`config.mk`:
```
export PLATFORM = sky130hd
export DESIGN_NAME = mmb_handover
export DESIGN_NICKNAME = d
export VERILOG_FILES = /design/src/core/mmb_pkg.sv /design/src/core/mmb_handover.sv
export VERILOG_INCLUDE_DIRS = /design/src /design/src/core
export SDC_FILE = /design/constraint.sdc
export NUM_CORES = 1
export LEC_CHECK = 0
export CAP_MARGIN = 20
export CORE_MARGIN = 5
export CORE_UTILIZATION = 56
export DETAILED_ROUTE_END_ITERATION = 16
export DONT_BUFFER_PORTS = 1
export PLACE_DENSITY = 0.84
export SYNTH_ARGS = -nofsm -noshare
export SYNTH_HDL_FRONTEND = slang
export SYNTH_SLANG_ARGS = --single-unit
```
`constraint.sdc`:
```
create_clock -name clk -period 1.53 [get_ports clk]
set_input_delay 0.2295 -clock clk [delete_from_list [all_inputs] [get_ports clk]]
set_output_delay 0.2295 -clock clk [all_outputs]
set_load 0.02 [all_outputs]
```
`src/core/mmb_defs.svh`:
```
// constants for the bus handover block
`ifndef MMB_DEFS_SVH
`define MMB_DEFS_SVH
`define MMB_CTRL_OFS 8'h00
`define MMB_STAT_OFS 8'h04
`define MMB_CTRL_RST 2'h3
`define MMB_CTRL_HI_BIT 0
`define MMB_CTRL_LO_BIT 1
`define MMB_ECHO_CYC 3'h3
`define MMB_Q_NONE 2'h0
`define MMB_Q_FIRST 2'h1
`define MMB_Q_EMPTY 2'h2
`define MMB_Q_NEXT 2'h3
`define MMB_RESP_OK 2'h0
`define MMB_RESP_ERR 2'h2
`endif

```
`src/core/mmb_pkg.sv`:
```
// types for the bus handover block
package mmb_pkg;
  typedef enum logic [2:0] {
    mmb_bst_idle, mmb_bst_first, mmb_bst_second,
    mmb_bst_third, mmb_bst_fourth, mmb_bst_wait
  } mmb_bus_state_type;
  typedef enum logic [2:0] {
    mmb_arb_idle, mmb_arb_grant, mmb_arb_owned,
    mmb_arb_reclaim, mmb_arb_gap
  } mmb_arb_state_type;
  typedef struct packed {
    mmb_bus_state_type bus_state;
    logic cycle_pending;
    logic low_byte_of_word;
    logic first_interrupt_acknowledge_cycle;
    logic second_interrupt_acknowledge_cycle;
    logic lock_prefix;
    logic instr_done;
    logic queue_op_valid;
    logic [1:0] queue_op;
  } mmb_core_type;
  typedef struct packed {
    logic fetch_detach;
    logic resume_fourth;
    logic resume_first;
  } mmb_to_core_type;
endpackage

```
`src/core/mmb_handover.sv`:
```
// maximum mode local bus handover, lock and queue status
`timescale 1ns/1ps
`include "mmb_defs.svh"
module mmb_handover
  import mmb_pkg::*;
(
  // clock and reset
  input wire logic clk,
  input wire logic reset_n,
  // axi4-lite slave
  input wire logic [7:0] s_axi_awaddr,
  input wire logic s_axi_awvalid,
  output logic s_axi_awready,
  input wire logic [31:0] s_axi_wdata,
  input wire logic [3:0] s_axi_wstrb,
  input wire logic s_axi_wvalid,
  output logic s_axi_wready,
  output logic [1:0] s_axi_bresp,
  output logic s_axi_bvalid,
  input wire logic s_axi_bready,
  input wire logic [7:0] s_axi_araddr,
  input wire logic s_axi_arvalid,
  output logic s_axi_arready,
  output logic [31:0] s_axi_rdata,
  output logic [1:0] s_axi_rresp,
  output logic s_axi_rvalid,
  input wire logic s_axi_rready,
  // cpu core side
  input wire mmb_core_type core_in,
  output mmb_to_core_type core_out,
  // pins
  input wire logic config_strap,
  input wire logic request_grant_line_hi_prio_i,
  output logic request_grant_line_hi_prio_o,
  output logic request_grant_line_hi_prio_oe,
  input wire logic request_grant_line_lo_prio_i,
  output logic request_grant_line_lo_prio_o,
  output logic request_grant_line_lo_prio_oe,
  output logic lock_n_o,
  output logic lock_n_oe,
  output logic byte_high_o,
  output logic byte_high_oe,
  output logic [1:0] queue_state_bits
);

  // pin synchronisers: [0] hi, [1] lo, [2] strap
  logic [2:0] sync1_ff, sync2_ff, prev_ff;
  logic [2:0] nxt_sync1, nxt_sync2, nxt_prev;
  logic [1:0] fall;

  always_comb begin
    nxt_sync1 = {config_strap, request_grant_line_lo_prio_i,
                 request_grant_line_hi_prio_i};
    nxt_sync2 = sync1_ff;
    nxt_prev = sync2_ff;
    if (!reset_n) begin
      nxt_sync1 = 3'h7;
      nxt_sync2 = 3'h7;
      nxt_prev = 3'h7;
    end
  end

  always_ff @(posedge clk) begin
    sync1_ff <= nxt_sync1;
    sync2_ff <= nxt_sync2;
    prev_ff <= nxt_prev;
  end

  // one-clock low pulse seen as a falling edge
  assign fall = prev_ff[1:0] & ~sync2_ff[1:0];

  logic max_mode;
  assign max_mode = ~sync2_ff[2];

  // register file
  logic [1:0] ctrl_ff, nxt_ctrl;

  // arbiter state
  mmb_arb_state_type arb_ff, nxt_arb;
  logic owner_ff, nxt_owner;
  logic [1:0] pend_ff, nxt_pend;
  logic early_ff, nxt_early;
  logic [2:0] echo_ff, nxt_echo;
  logic lock_ff, nxt_lock;
  logic lock_wait_ff, nxt_lock_wait;
  logic [1:0] qs_ff, nxt_qs;
  logic ok_conds, grant_ok, sel, granted;
  logic [1:0] line_live;
  mmb_bus_state_type bst;

  assign bst = core_in.bus_state;
  assign granted = (arb_ff == mmb_arb_grant) ||
                   (arb_ff == mmb_arb_owned);

  always_comb begin
    ok_conds = !core_in.low_byte_of_word && !core_in.first_interrupt_acknowledge_cycle &&
               !lock_ff;
    grant_ok = 1'b0;
    if (max_mode && ok_conds) begin
      if (bst == mmb_bst_idle) begin
        grant_ok = 1'b1;
      end else if (early_ff && bst == mmb_bst_fourth) begin
        // decided in fourth so the pulse lands in the first clock
        grant_ok = 1'b1;
      end
    end
    sel = !pend_ff[0];
  end

  always_comb begin
    nxt_arb = arb_ff;
    nxt_owner = owner_ff;
    nxt_pend = pend_ff;
    nxt_early = early_ff;
    nxt_echo = echo_ff;
    line_live[0] = !(granted && owner_ff == 1'b0) &&
                   ctrl_ff[`MMB_CTRL_HI_BIT];
    line_live[1] = !(granted && owner_ff == 1'b1) &&
                   ctrl_ff[`MMB_CTRL_LO_BIT];
    unique case (arb_ff)
      mmb_arb_idle: begin
        if (|pend_ff && grant_ok) begin
          nxt_arb = mmb_arb_grant;
          nxt_owner = sel;
          nxt_pend[sel] = 1'b0;
          nxt_early = 1'b0;
        end
      end
      mmb_arb_grant: begin
        nxt_arb = mmb_arb_owned;
        nxt_echo = `MMB_ECHO_CYC;
      end
      mmb_arb_owned: begin
        if (echo_ff != 3'h0) begin
          nxt_echo = echo_ff - 3'h1;
        end else if (fall[owner_ff]) begin
          nxt_arb = mmb_arb_reclaim;
        end
      end
      mmb_arb_reclaim: begin
        nxt_arb = mmb_arb_gap;
      end
      mmb_arb_gap: begin
        nxt_arb = mmb_arb_idle;
      end
    endcase
    // other line heard in any state; a new request beats the grant clear
    if (|(fall & line_live)) begin
      nxt_pend = nxt_pend | (fall & line_live);
      if (bst == mmb_bst_idle || bst == mmb_bst_first ||
          bst == mmb_bst_second) begin
        nxt_early = 1'b1;
      end
    end
    if (!reset_n) begin
      nxt_arb = mmb_arb_idle;
      nxt_owner = 1'b0;
      nxt_pend = 2'h0;
      nxt_early = 1'b0;
      nxt_echo = 3'h0;
    end
  end

  always_ff @(posedge clk) begin
    arb_ff <= nxt_arb;
    owner_ff <= nxt_owner;
    pend_ff <= nxt_pend;
    early_ff <= nxt_early;
    echo_ff <= nxt_echo;
  end

  // lock tracking
  always_comb begin
    nxt_lock = lock_ff;
    nxt_lock_wait = lock_wait_ff;
    if (core_in.lock_prefix) begin
      nxt_lock = 1'b1;
      nxt_lock_wait = 1'b1;
    end else if (lock_wait_ff && core_in.instr_done) begin
      nxt_lock = 1'b0;
      nxt_lock_wait = 1'b0;
    end
    if (max_mode && bst == mmb_bst_second) begin
      if (core_in.first_interrupt_acknowledge_cycle) begin
        nxt_lock = 1'b1;
      end else if (core_in.second_interrupt_acknowledge_cycle && !lock_wait_ff) begin
        nxt_lock = 1'b0;
      end
    end
    if (!reset_n) begin
      nxt_lock = 1'b0;
      nxt_lock_wait = 1'b0;
    end
  end

  always_ff @(posedge clk) begin
    lock_ff <= nxt_lock;
    lock_wait_ff <= nxt_lock_wait;
  end

  // queue status, one clock after the operation
  always_comb begin
    nxt_qs = `MMB_Q_NONE;
    if (core_in.queue_op_valid) begin
      nxt_qs = core_in.queue_op;
    end
    if (!reset_n) begin
      nxt_qs = `MMB_Q_NONE;
    end
  end

  always_ff @(posedge clk) begin
    qs_ff <= nxt_qs;
  end

  assign queue_state_bits = qs_ff;

  // pin drive
  always_comb begin
    request_grant_line_hi_prio_o = 1'b0;
    request_grant_line_lo_prio_o = 1'b0;
    request_grant_line_hi_prio_oe = (arb_ff == mmb_arb_grant) &&
                                    !owner_ff;
    request_grant_line_lo_prio_oe = (arb_ff == mmb_arb_grant) &&
                                    owner_ff;
    lock_n_o = granted | ~lock_ff;
    lock_n_oe = max_mode && !granted;
    byte_high_o = 1'b1;
    byte_high_oe = !granted;
    core_out.fetch_detach = granted;
    core_out.resume_fourth = (arb_ff == mmb_arb_reclaim) &&
                             core_in.cycle_pending;
    core_out.resume_first = (arb_ff == mmb_arb_reclaim) &&
                            !core_in.cycle_pending;
  end

  // axi4-lite slave
  logic aw_got_ff, w_got_ff, bvalid_ff, rvalid_ff;
  logic nxt_aw_got, nxt_w_got, nxt_bvalid, nxt_rvalid;
  logic [7:0] awaddr_ff, nxt_awaddr;
  logic [1:0] wdata_ff, nxt_wdata;
  logic wstrb0_ff, nxt_wstrb0;
  logic [1:0] bresp_ff, nxt_bresp, rresp_ff, nxt_rresp;
  logic [31:0] rdata_ff, nxt_rdata;

  assign s_axi_awready = !aw_got_ff && !bvalid_ff;
  assign s_axi_wready = !w_got_ff && !bvalid_ff;
  assign s_axi_arready = !rvalid_ff;
  assign s_axi_bvalid = bvalid_ff;
  assign s_axi_bresp = bresp_ff;
  assign s_axi_rvalid = rvalid_ff;
  assign s_axi_rresp = rresp_ff;
  assign s_axi_rdata = rdata_ff;

  always_comb begin
    nxt_aw_got = aw_got_ff;
    nxt_w_got = w_got_ff;
    nxt_awaddr = awaddr_ff;
    nxt_wdata = wdata_ff;
    nxt_wstrb0 = wstrb0_ff;
    nxt_bvalid = bvalid_ff;
    nxt_bresp = bresp_ff;
    nxt_ctrl = ctrl_ff;
    if (s_axi_awvalid && s_axi_awready) begin
      nxt_aw_got = 1'b1;
      nxt_awaddr = s_axi_awaddr;
    end
    if (s_axi_wvalid && s_axi_wready) begin
      nxt_w_got = 1'b1;
      nxt_wdata = s_axi_wdata[1:0];
      nxt_wstrb0 = s_axi_wstrb[0];
    end
    if (aw_got_ff && w_got_ff) begin
      nxt_aw_got = 1'b0;
      nxt_w_got = 1'b0;
      nxt_bvalid = 1'b1;
      nxt_bresp = `MMB_RESP_OK;
      if (awaddr_ff[7:2] == 6'(`MMB_CTRL_OFS >> 2)) begin
        if (wstrb0_ff) begin
          nxt_ctrl = wdata_ff;
        end
      end else if (awaddr_ff[7:2] != 6'(`MMB_STAT_OFS >> 2)) begin
        nxt_bresp = `MMB_RESP_ERR;
      end
    end
    if (bvalid_ff && s_axi_bready) begin
      nxt_bvalid = 1'b0;
    end
    if (!reset_n) begin
      nxt_aw_got = 1'b0;
      nxt_w_got = 1'b0;
      nxt_awaddr = 8'h00;
      nxt_wdata = 2'h0;
      nxt_wstrb0 = 1'b0;
      nxt_bvalid = 1'b0;
      nxt_bresp = `MMB_RESP_OK;
      nxt_ctrl = `MMB_CTRL_RST;
    end
  end

  always_comb begin
    nxt_rvalid = rvalid_ff;
    nxt_rdata = rdata_ff;
    nxt_rresp = rresp_ff;
    if (s_axi_arvalid && s_axi_arready) begin
      nxt_rvalid = 1'b1;
      nxt_rresp = `MMB_RESP_OK;
      nxt_rdata = 32'h0000_0000;
      if (s_axi_araddr[7:2] == 6'(`MMB_CTRL_OFS >> 2)) begin
        nxt_rdata[1:0] = ctrl_ff;
      end else if (s_axi_araddr[7:2] == 6'(`MMB_STAT_OFS >> 2)) begin
        nxt_rdata[2:0] = arb_ff;
        nxt_rdata[3] = owner_ff;
        nxt_rdata[5:4] = pend_ff;
        nxt_rdata[6] = lock_ff;
        nxt_rdata[7] = max_mode;
        nxt_rdata[9:8] = qs_ff;
      end else begin
        nxt_rresp = `MMB_RESP_ERR;
      end
    end else if (rvalid_ff && s_axi_rready) begin
      nxt_rvalid = 1'b0;
    end
    if (!reset_n) begin
      nxt_rvalid = 1'b0;
      nxt_rdata = 32'h0000_0000;
      nxt_rresp = `MMB_RESP_OK;
    end
  end

  always_ff @(posedge clk) begin
    aw_got_ff <= nxt_aw_got;
    w_got_ff <= nxt_w_got;
    awaddr_ff <= nxt_awaddr;
    wdata_ff <= nxt_wdata;
    wstrb0_ff <= nxt_wstrb0;
    bvalid_ff <= nxt_bvalid;
    bresp_ff <= nxt_bresp;
    ctrl_ff <= nxt_ctrl;
    rvalid_ff <= nxt_rvalid;
    rdata_ff <= nxt_rdata;
    rresp_ff <= nxt_rresp;
  end

endmodule

```
# Word level (Yosys, flattened, before mapping)
# Index checks and enable logic that the tools add are counted.
classes:
  n_reduce_logical: 60
  n_bitwise: 11
  eq_ne: 13
  n_mux: 36
  magnitude_cmp: 3
  addsub: 1
ops:
  columns: ["op", "count"]
  rows:
  - ["logical AND 1 bit", 26]
  - ["two-way mux 1 bit", 19]
  - ["two-way mux 2 bit", 8]
  - ["case mux 3 bit (5 select lines)", 1]
  - ["logical NOT 1 bit", 14]
  - ["logical NOT 6 bit", 2]
  - ["two-way mux 3 bit", 4]
  - ["two-way mux 10 bit", 1]
  - ["== test 3 x 2 -> 1 bit, second input constant", 3]
  - ["two-way mux 8 bit", 1]
  - ["OR reduction 2 bit", 4]
  - ["bitwise AND 2 bit", 3]
  - ["== test 3 x 1 -> 1 bit, second input constant", 2]
  - ["== test 3 bit, second input constant", 2]
  - ["== test 6 x 1 -> 1 bit, second input constant", 1]
  - ["logical NOT 3 bit", 2]
  - ["inequality test 6 x 1 -> 1 bit, second input constant", 1]
  - ["case mux 3 bit (2 select lines)", 1]
  - ["AND reduction 2 bit", 3]
  - ["AND reduction 3 bit", 2]
  - ["nonzero test 2 bit", 3]
  - ["less-than comparator 1 x 2 -> 1 bit, second input constant", 2]
  - ["inequality test 2 x 1 -> 1 bit, second input constant", 2]
  - ["inequality test 2 bit, second input constant", 2]
  - ["other kinds (9)", 15]
totals:
  elab_cells: 146
  reg_bits: 53
  in_bits: 74
  out_inout_bits: 54

# Longest topological paths before layout
# Gate-level depths: netlist of the first run.
logic_depth:
  ltp_word: 11
  ltp_mapped: 6
  ltp_nobuf: 6

# Worst setup path before layout of the first run
# Ideal clock, no wire load.
synth_timing:
  kind: "reg2reg"
  start: "register awaddr_ff[4]"
  end: "register ctrl_ff[0]"
  path_buffers: 0
  arrival_time_ns: 1.396
  setup_ns: 0.128
  stages_incl_launch_ff: 5
  period_less_slack_ns: 1.524
  path_slack_ns: 0.006
  t_required_ns: 1.402
  cell_sequence: "dfxtp_1 > or4_4 > nor4_4 > mux2i_1 > nand2_1"
synth_between:
  elab_chain_len: 2
synth_rtl:
  columns: ["element", "line_no", "rtl"]
  rows:
  - ["start, declared", "mmb_handover.sv:240", "logic [7:0] awaddr_ff, nxt_awaddr;"]
  - ["start signal, assigned", "mmb_handover.sv:334", "awaddr_ff <= nxt_awaddr;"]
  - ["logical NOT 6 bit", "mmb_handover.sv:278", "if (awaddr_ff[7:2] == 6'(`MMB_CTRL_OFS >> 2)) begin"]
  - ["AND reduction 3 bit (no source line)", null, null]
  - ["end signal, assigned", "mmb_handover.sv:339", "ctrl_ff <= nxt_ctrl;"]
  - ["end, declared", "mmb_handover.sv:76", "logic [1:0] ctrl_ff, nxt_ctrl;"]
# No other way between the ends.
# A chain may end at the register's enable or synchronous reset.

# Final worst setup path of the first run
layout_timing:
  start: "register arb_ff[0]"
  end: "output request_grant_line_hi_prio_oe"
layout_between:
  elab_chain_len: 2
layout_rtl:
  columns: ["element", "line_no", "rtl"]
  rows:
  - ["start, declared", "mmb_handover.sv:79", "mmb_arb_state_type arb_ff, nxt_arb;"]
  - ["start signal, assigned", "mmb_handover.sv:165", "arb_ff <= nxt_arb;"]
  - ["== test 3 x 1 -> 1 bit", "mmb_handover.sv:222", "request_grant_line_hi_prio_oe = (arb_ff == mmb_arb_grant) &&"]
  - ["logical AND 1 bit", "mmb_handover.sv:222", null]
  - ["end, declared", "mmb_handover.sv:35", "output logic request_grant_line_hi_prio_oe,"]
# No other way between the ends.

==> results of run 1 <==
-- what timing repair did --
item                                    CTS  global route
hold buffers                              2             1
buffers inserted                          5             3
pin swaps                                 6             6
gates resized for setup                  22            17
endpoints found under the setup margin   12            13
hold endpoints to repair                  7             1
-- state kept, by name, summed over array words and instances, names as in the netlist, 2 cells and up --
name / cells
s_axi_rdata: 10
pend_ff: 2
ctrl_ff: 2
prev_ff: 2
echo_ff: 3
sync1_ff: 3
wdata_ff: 2
queue_state_bits: 2
sync2_ff: 3
awaddr_ff: 6
arb_ff: 3
-- power breakdown --
group          internal [mW]  switching (mW)
clock                  0.323           0.382
sequential              1.35          0.0622
combinational          0.313           0.346
-- area by class of cell --
cell class	instances	area [um^2]
repair buffers	30	251
flip-flops and latches	49	991
multi-input cells	165	1120
inverters	10	37.5
clock buffers	7	76.3
clock inverters	1	7.51
well taps	48	60.1
fillers	325	1200
-- cell usage after synthesis (5+ instances only) --
cell type  count
mux2i_1       11
nand2b_1      11
nor2_1        28
buf_4         28
dfxtp_1       49
nand2_1       10
inv_1          9
a211oi_1       5
a21oi_1        9
a22o_1         8
-- routing by layer --
| metal | vias up | track usage (%) |
|---|---|---|
| li1 | 794 | - |
| met1 | 782 | 19.8 |
| met2 | 52 | 30.8 |
| met3 | 7 | 5.23 |
| met4 | 0 | 6.56 |
| met5 | - | 0 |
-- path summary, 6_finish.rpt --
check,from,endpoint,slack (ns),cells past startpoint
max,arb_ff[0],request_grant_line_hi_prio_oe,-0.02,5
min,reset_n,sync2_ff[2],0.02,1
max reg2reg,arb_ff[2],early_ff,0.01,4
min reg2reg,sync1_ff[0],sync2_ff[0],0.41,1
-- cells by family after synthesis --
kind of cell	after synthesis	synth area share, %
flip-flops	49	44.3
other	2	0.339
buffers and inverters	46	13.3
AO/OA/AOI/OAI	34	10.8
AND/OR/NAND/NOR	83	21.3
adder cells (fa/ha/maj)	2	1.13
XOR/XNOR	2	0.791
multiplexers	17	8.02
==> impl_metrics.ini, run 1 <==
[run_status]
outcome = complete, but fails checks
violations = negative setup slack

[global_route]
grt_max_degree = 20
grt_pass1_vias = 1560
grt_first_pass_wirelength_mm = 7.20
antenna_found_initial = 0
track_usage_pct = 17.5
grt_overflow = 0

[sta]
worstMarginPinSlew_ns = 0.589
slew_headroom_pct = 60.6
skew_ns = 0.00615
drv_slew = 0
hold_ws_ns = 0.0180
period_share_pct = 101
rsz0062_at_grt = true
post-route-min-period_ns = 1.55
fmax_mhz = 644
setup_tns_ns = -0.0225
hold_viol_final = 0
setup_slack_ns = -0.0225
setup_viol = 1

[detailed_routing]
wl_met1_mm = 1.83
drtIter0Drc = 53
routedWlPerCell_um = 15.5
vias = 1635
top_layer_used = met4
routed_wl_mm = 4.79
ant_nets = 0
drc = 0
viasPerCell = 5.27
wl_met3_um = 328
drtPass1Iterations = 4
dr_wl_met2_mm = 2.57

[worst_setup_path]
startpoint_type = flip-flop
crit_type = reg2out
critical_path.max_stage_delay_ns = 0.37
path_delay_family = flip-flops
worstPathCellList = buf_6, nor3b_2, buf_4, nor2b_2, buf_6
path_max_fanout = 3
cp_num_buf_inv = 3
critPathArrivalTime_ns = 1.32
slowest_stage = dfxtp_2
critPathRequiredTime_ns = 1.30
worst_setup_path_end_kind = output port
cp_common_cell = buf_6

[hold_path]
min_path_type = in2reg

[placement]
post_dp_cell_area_um2 = 2250
pre_cts_ws_ns = -0.0998
routabilityCongestion = 0.867
io_buffers = 0
dp.cells = 291
dp.final_hpwl_mm = 3.40

[cells_and_area]
stdcell_count = 310
stdcell_area_um2 = 2540
layout_commonest_cell = dfxtp_1
area_growth_pct = 14.6
layout_common_cells = dfxtp_1 (43), conb_1 (27), nor2_1 (24)
n_antenna_cell = 0
drive_gt1_share_pct = 26.7
final_util_pct = 67.8
final_nets = 337

[die]
pin_count = 128
coreArea_um2 = 3740
row_count = 22
dieArea_um2 = 5320
die_h_um = 72.9
die_w_um = 72.9
start_util_pct = 59.2

[cts]
clk_latency_ns = 0.29
htreeDepth = 2
clk_pin_slew_ns = 0.08
root_buffer = clkbuf_8
cts_buffer_depth = 2
cts_tree = done
cts_inserted_buffers = 5
cts.sinks = 49

[synthesis]
synthFlopType = dfxtp_1
seq_area_frac_synth_pct = 44.3
ys.warnings.count = 0
synthArstFlopShare_pct = 0
yosys.cell_types.count = 47
synthCells = 235
synth_area_leaders = dfxtp_1 (44%), buf_4 (9.5%), mux2i_1 (5.0%)
ys_ff_latch = 49
synth_edf_count = 0
postSynthAreaPerCell_um2 = 9.43
syn_area_um2 = 2220
synth_top_area_cell = dfxtp_1
synth.top_cell.area_share_pct = 44.3

[power]
power.total_mw = 2.77
irDropWorstVdd_mv = 0.668
powerDensity_nw_per_um2 = 1090
p_leak_nw = 1.10

[flow_run]
max-cap-violations = 0
No activity file was read; power rests on OpenSTA's default activity.
==> run 2, diff against run 1 <==
Settings changed: CORE_ASPECT_RATIO set to 2, CORE_UTILIZATION 56 to 59, CTS_BUF_LIST set to sky130_fd_sc_hd__clkbuf_2 sky130_fd_sc_hd__clkbuf_4 sky130_fd_sc_hd__clkbuf_8, PLACE_DENSITY 0.84 to 0.88.
==> impl_metrics.ini, run 2 (synthesized netlist as in run 1, its figures left out) <==
[cells_and_area]
stdcell_area_um2 = 2610
final_util_pct = 71.7
layout_common_cells = dfxtp_1 (43), conb_1 (27), nor2_1 (24), buf_4 (24)
n_antenna_cell = 0
largest_reg_flops = 10
final_nets = 340
seq_area_um2 = 996
fillers = 300
area_growth_pct = 18.0
drive_gt1_share_pct = 27.9
layout_commonest_cell = dfxtp_1
multi_input_area_um2 = 1130

[global_route]
grt_pass1_vias = 1668
grt_overflow = 0
grt_max_degree = 21
antenna_found_initial = 0
grt_first_pass_wirelength_mm = 7.25
track_usage_pct = 18.5

[sta]
setup_tns_ns = -0.0870
post-route-min-period_ns = 1.58
period_share_pct = 103
slew_headroom_pct = 63.0
rsz0062_at_grt = true
setup_slack_ns = -0.0455
fmax_mhz = 635
hold_ws_ns = 0.0235
hold_viol_final = 0
worstMarginPinSlew_ns = 0.552
setup_viol = 3
skew_ns = 0.00277
drv_slew = 0

[detailed_routing]
drtIter0Drc = 22
drc = 0
ant_nets = 0
routed_wl_mm = 4.76
drtPass1Iterations = 4
viasPerCell = 5.18
routedWlPerCell_um = 15.1
vias = 1628

[worst_setup_path]
path_max_fanout = 6
rr_worst_depth = 6
crit_type = reg2out
slowest_stage = dfxtp_4
cp_common_cell = buf_6
worstPathCellList = xor2_1, nor2b_4, buf_6, nor2_2, buf_6
ff2ff_setup_slack_ns = 0.02
worstReg2RegEnd = echo_ff[0]
startpoint_type = flip-flop
rr_startpoint = echo_ff[1]
critical_path.max_stage_delay_ns = 0.39
critPathArrivalTime_ns = 1.35
worst_setup_path_end_kind = output port
critPathRequiredTime_ns = 1.30

[power]
pwr-share-seq_pct = 46.9
combPwrFrac_pct = 22.4
irDropWorstVdd_mv = 0.866
p_int_mw = 2.17
p_sw_uw = 836
p_clk_share_pct = 30.7
p_leak_nw = 1.15
powerDensity_nw_per_um2 = 1150
p_sw_share_pct = 27.8
power.total_mw = 3.00

[cts]
cts.sinks = 49
cts_inserted_buffers = 5
cts_buffer_depth = 2
clk_pin_slew_ns = 0.09
root_buffer = clkbuf_8
cts_tree = done
clk_latency_ns = 0.30
htreeDepth = 2

[die]
die_w_um = 53.3
coreArea_um2 = 3650
dieArea_um2 = 5160
die_h_um = 96.7
start_util_pct = 60.8
pin_count = 128
row_count = 31

[flow_run]
max-cap-violations = 0

[placement]
post_dp_cell_area_um2 = 2260
routabilityCongestion = 0.777
io_buffers = 0
dp.final_hpwl_mm = 3.58

[run_status]
outcome = complete, but fails checks
violations = negative setup slack

[hold_path]
hold_end = sync1_ff[2]
min-delay-start = config_strap
min_path_type = in2reg
hold_depth = 1
## run 2: changes by cell type in the layout (fill, tap and decap cells not counted), moves of 2 or more
cell / change
buf_4: +2
clkbuf_1: -2
buf_6: +2
dfxtp_4: +2
dfxtp_2: -2
## run 2: worst max-delay path, delay by kind of cell, from the launching register on
kind	cells	cell delay (ns)
flip-flops	1	0.39
buffers and inverters	2	0.27
AND/OR/NAND/NOR	2	0.23
XOR/XNOR	1	0.15
## run 2: metrics by stage
step | setup WS, ns | cells
2_1_floorplan | 0.00590 | 260
3_3_place_gp | -0.0444 | 292
3_5_place_dp | -0.0619 | 292
4_1_cts | -0.0501 | 308
5_1_grt | -0.100 | 314
6_report | -0.0455 | 314
## run 2: cell type report
| cell class | count | share of cell area [%] |
|---|---|---|
| Clock inverter | 3 | 1.68 |
| Inverter | 10 | 1.44 |
| Sequential cell | 49 | 38.1 |
| Timing Repair Buffer | 33 | 10.7 |
| Clock buffer | 5 | 2.63 |
| Multi-Input combinational cell | 165 | 43.1 |
| Tap cell | 49 | 2.35 |
## run 2: per-layer routing
metal	up-vias	track usage, %	routed length (um)
met5	-	0	0
li1	797	-	-
met2	60	34.2	2730
met3	9	5.23	337
met4	0	8.27	94
met1	762	17.3	1590
## run 2: worst max-delay path by stage
stage            startpoint          to  slack, ns  cells after the start
2_1_floorplan  awaddr_ff[4]  ctrl_ff[0]      0.006                      4
6_report          arb_ff[1]   lock_n_oe      -0.05                      5
5_1_grt           arb_ff[1]   lock_n_oe      -0.10                      5
3_5_place_dp   awaddr_ff[4]  ctrl_ff[0]      -0.06                      4
3_3_place_gp   awaddr_ff[4]  ctrl_ff[1]      -0.04                      4
4_1_cts           arb_ff[1]   lock_n_oe      -0.05                      5
## run 2: power groups by stage
stage | logic [mW] | clock network [mW] | registers (mW)
3_3_place_gp | 0.481 | 0 | 1.43
2_1_floorplan | 0.421 | 0 | 1.42
6_report | 0.673 | 0.922 | 1.41
4_1_cts | 0.596 | 0.952 | 1.41
5_1_grt | 0.728 | 1.01 | 1.42
3_5_place_dp | 0.495 | 0 | 1.43
## run 2: what timing repair did
| action | 4_1_cts | 5_1_grt |
|---|---|---|
| setup buffers | 7 | 5 |
| pin swaps | 5 | 8 |
| endpoints found under the setup margin | 12 | 14 |
| gates resized for setup | 24 | 19 |
| endpoints found under the hold margin | 10 | 1 |
| hold buffers | 1 | 1 |
==> run 3, diff against run 2 <==
Clock period 1.53 ns to 1.3 ns, I/O delays scaled along.
==> impl_metrics.ini, run 3 (synthesized netlist as in run 1, its figures left out) <==
[run_status]
outcome = complete, but fails checks
violations = negative setup slack

[power]
p_sw_uw = 968
powerDensity_nw_per_um2 = 1230
p_clk_share_pct = 26.0
pwr-share-seq_pct = 49.2
irDropWorstVdd_mv = 1.03
power.total_mw = 3.37
p_leak_nw = 1.21
p_int_mw = 2.41
combPwrFrac_pct = 24.8
p_sw_share_pct = 28.7

[sta]
setup_tns_ns = -3.05
skew_ns = 0.00638
period_share_pct = 119
hold_viol_final = 0
setup_slack_ns = -0.242
drv_slew = 0
worstMarginPinSlew_ns = 0.570
rsz0062_at_grt = true
hold_ws_ns = 0.0279
fmax_mhz = 649
slew_headroom_pct = 61.9
setup_viol = 17
post-route-min-period_ns = 1.54

[detailed_routing]
vias = 1712
drtPass1Iterations = 4
viasPerCell = 5.25
drtIter0Drc = 31
ant_nets = 0
drc = 0
routedWlPerCell_um = 14.8
routed_wl_mm = 4.82

[cts]
cts_buffer_depth = 2
clk_latency_ns = 0.29
htreeDepth = 2
clk_pin_slew_ns = 0.08
root_buffer = clkbuf_8
cts_inserted_buffers = 5
cts_tree = done
cts.sinks = 49

[die]
start_util_pct = 60.8
row_count = 31
die_w_um = 53.3
coreArea_um2 = 3650
pin_count = 128
die_h_um = 96.7
dieArea_um2 = 5160

[hold_path]
min_path_type = in2reg

[flow_run]
max-cap-violations = 0

[worst_setup_path]
ff2ff_setup_slack_ns = -0.24
startpoint_type = flip-flop
path_max_fanout = 3
crit_type = reg2out
critPathRequiredTime_ns = 1.11
worst_setup_path_end_kind = output port
critPathArrivalTime_ns = 1.35

[cells_and_area]
drive_gt1_share_pct = 32.9
largest_reg_flops = 10
stdcell_area_um2 = 2740
area_growth_pct = 23.5
final_util_pct = 75.1
final_nets = 352
fillers = 265
layout_common_cells = dfxtp_1 (42), buf_4 (30), conb_1 (27)
layout_commonest_cell = dfxtp_1
n_antenna_cell = 0

[placement]
post_dp_cell_area_um2 = 2400
io_buffers = 0
dp.final_hpwl_mm = 3.54
routabilityCongestion = 0.787

[global_route]
antenna_found_initial = 0
grt_pass1_vias = 1716
grt_max_degree = 16
grt_overflow = 0
track_usage_pct = 19.4
grt_first_pass_wirelength_mm = 7.65
run 3: power groups by stage:
| stage | logic, mW | registers (mW) | clock network, mW |
|---|---|---|---|
| 2_1_floorplan | 0.541 | 1.68 | 0 |
| 3_3_place_gp | 0.663 | 1.68 | 0 |
| 3_5_place_dp | 0.680 | 1.69 | 0 |
| 4_1_cts | 0.775 | 1.65 | 0.902 |
| 5_1_grt | 0.909 | 1.67 | 0.978 |
| 6_report | 0.837 | 1.66 | 0.879 |
run 3: final timing paths:
| path | start | endpoint | cells past startpoint |
|---|---|---|---|
| min | core_in[4] | lock_wait_ff | 2 |
| max | arb_ff[1] | lock_n_oe | 6 |
| min reg2reg | sync1_ff[0] | sync2_ff[0] | 1 |
| max reg2reg | arb_ff[1] | early_ff | 5 |
run 3: timing repair:
| action | 4_1_cts | 5_1_grt |
|---|---|---|
| endpoints found under the setup margin | 17 | 26 |
| setup buffers | 4 | 6 |
| hold buffers | 4 | 1 |
| cloned | 0 | 0 |
| endpoints found under the hold margin | 10 | 1 |
| pin swaps | 3 | 3 |
| gates resized for setup | 22 | 15 |
run 3: critical path: stages (launching register included):
cell and delay, ns:
dfxtp_2 0.35, buf_6 0.11, xor2_2 0.13, nor2b_4 0.19
buf_6 0.13, nor2_4 0.03, buf_6 0.13
run 3: per-stage QoR:
| stage | std cells | setup WS, ns |
|---|---|---|
| final | 326 | -0.242 |
| after global routing | 326 | -0.318 |
| after CTS | 319 | -0.250 |
| after detailed placement | 303 | -0.183 |
| after global placement | 303 | -0.164 |
| after floorplan | 260 | -0.150 |
run 3: final cells by class:
cell class	instances	area [um^2]	area share [%]
timing repair buffer	45	388	14.2
sequential	49	992	36.3
clock buffer	6	76.3	2.79
multi-input combinational	165	1170	42.7
inverter	10	37.5	1.37
tap	49	61.3	2.24
clock inverter	2	13.8	0.503
run 3: routing by layer:
layer | share of wire [%] | track usage [%] | vias to the layer above
met4 | 3.3 | 10.0 | 0
met2 | 55 | 33.8 | 70
li1 | - | - | 827
met1 | 34 | 19.8 | 801
met3 | 7.2 | 5.08 | 14
met5 | 0 | 0 | -
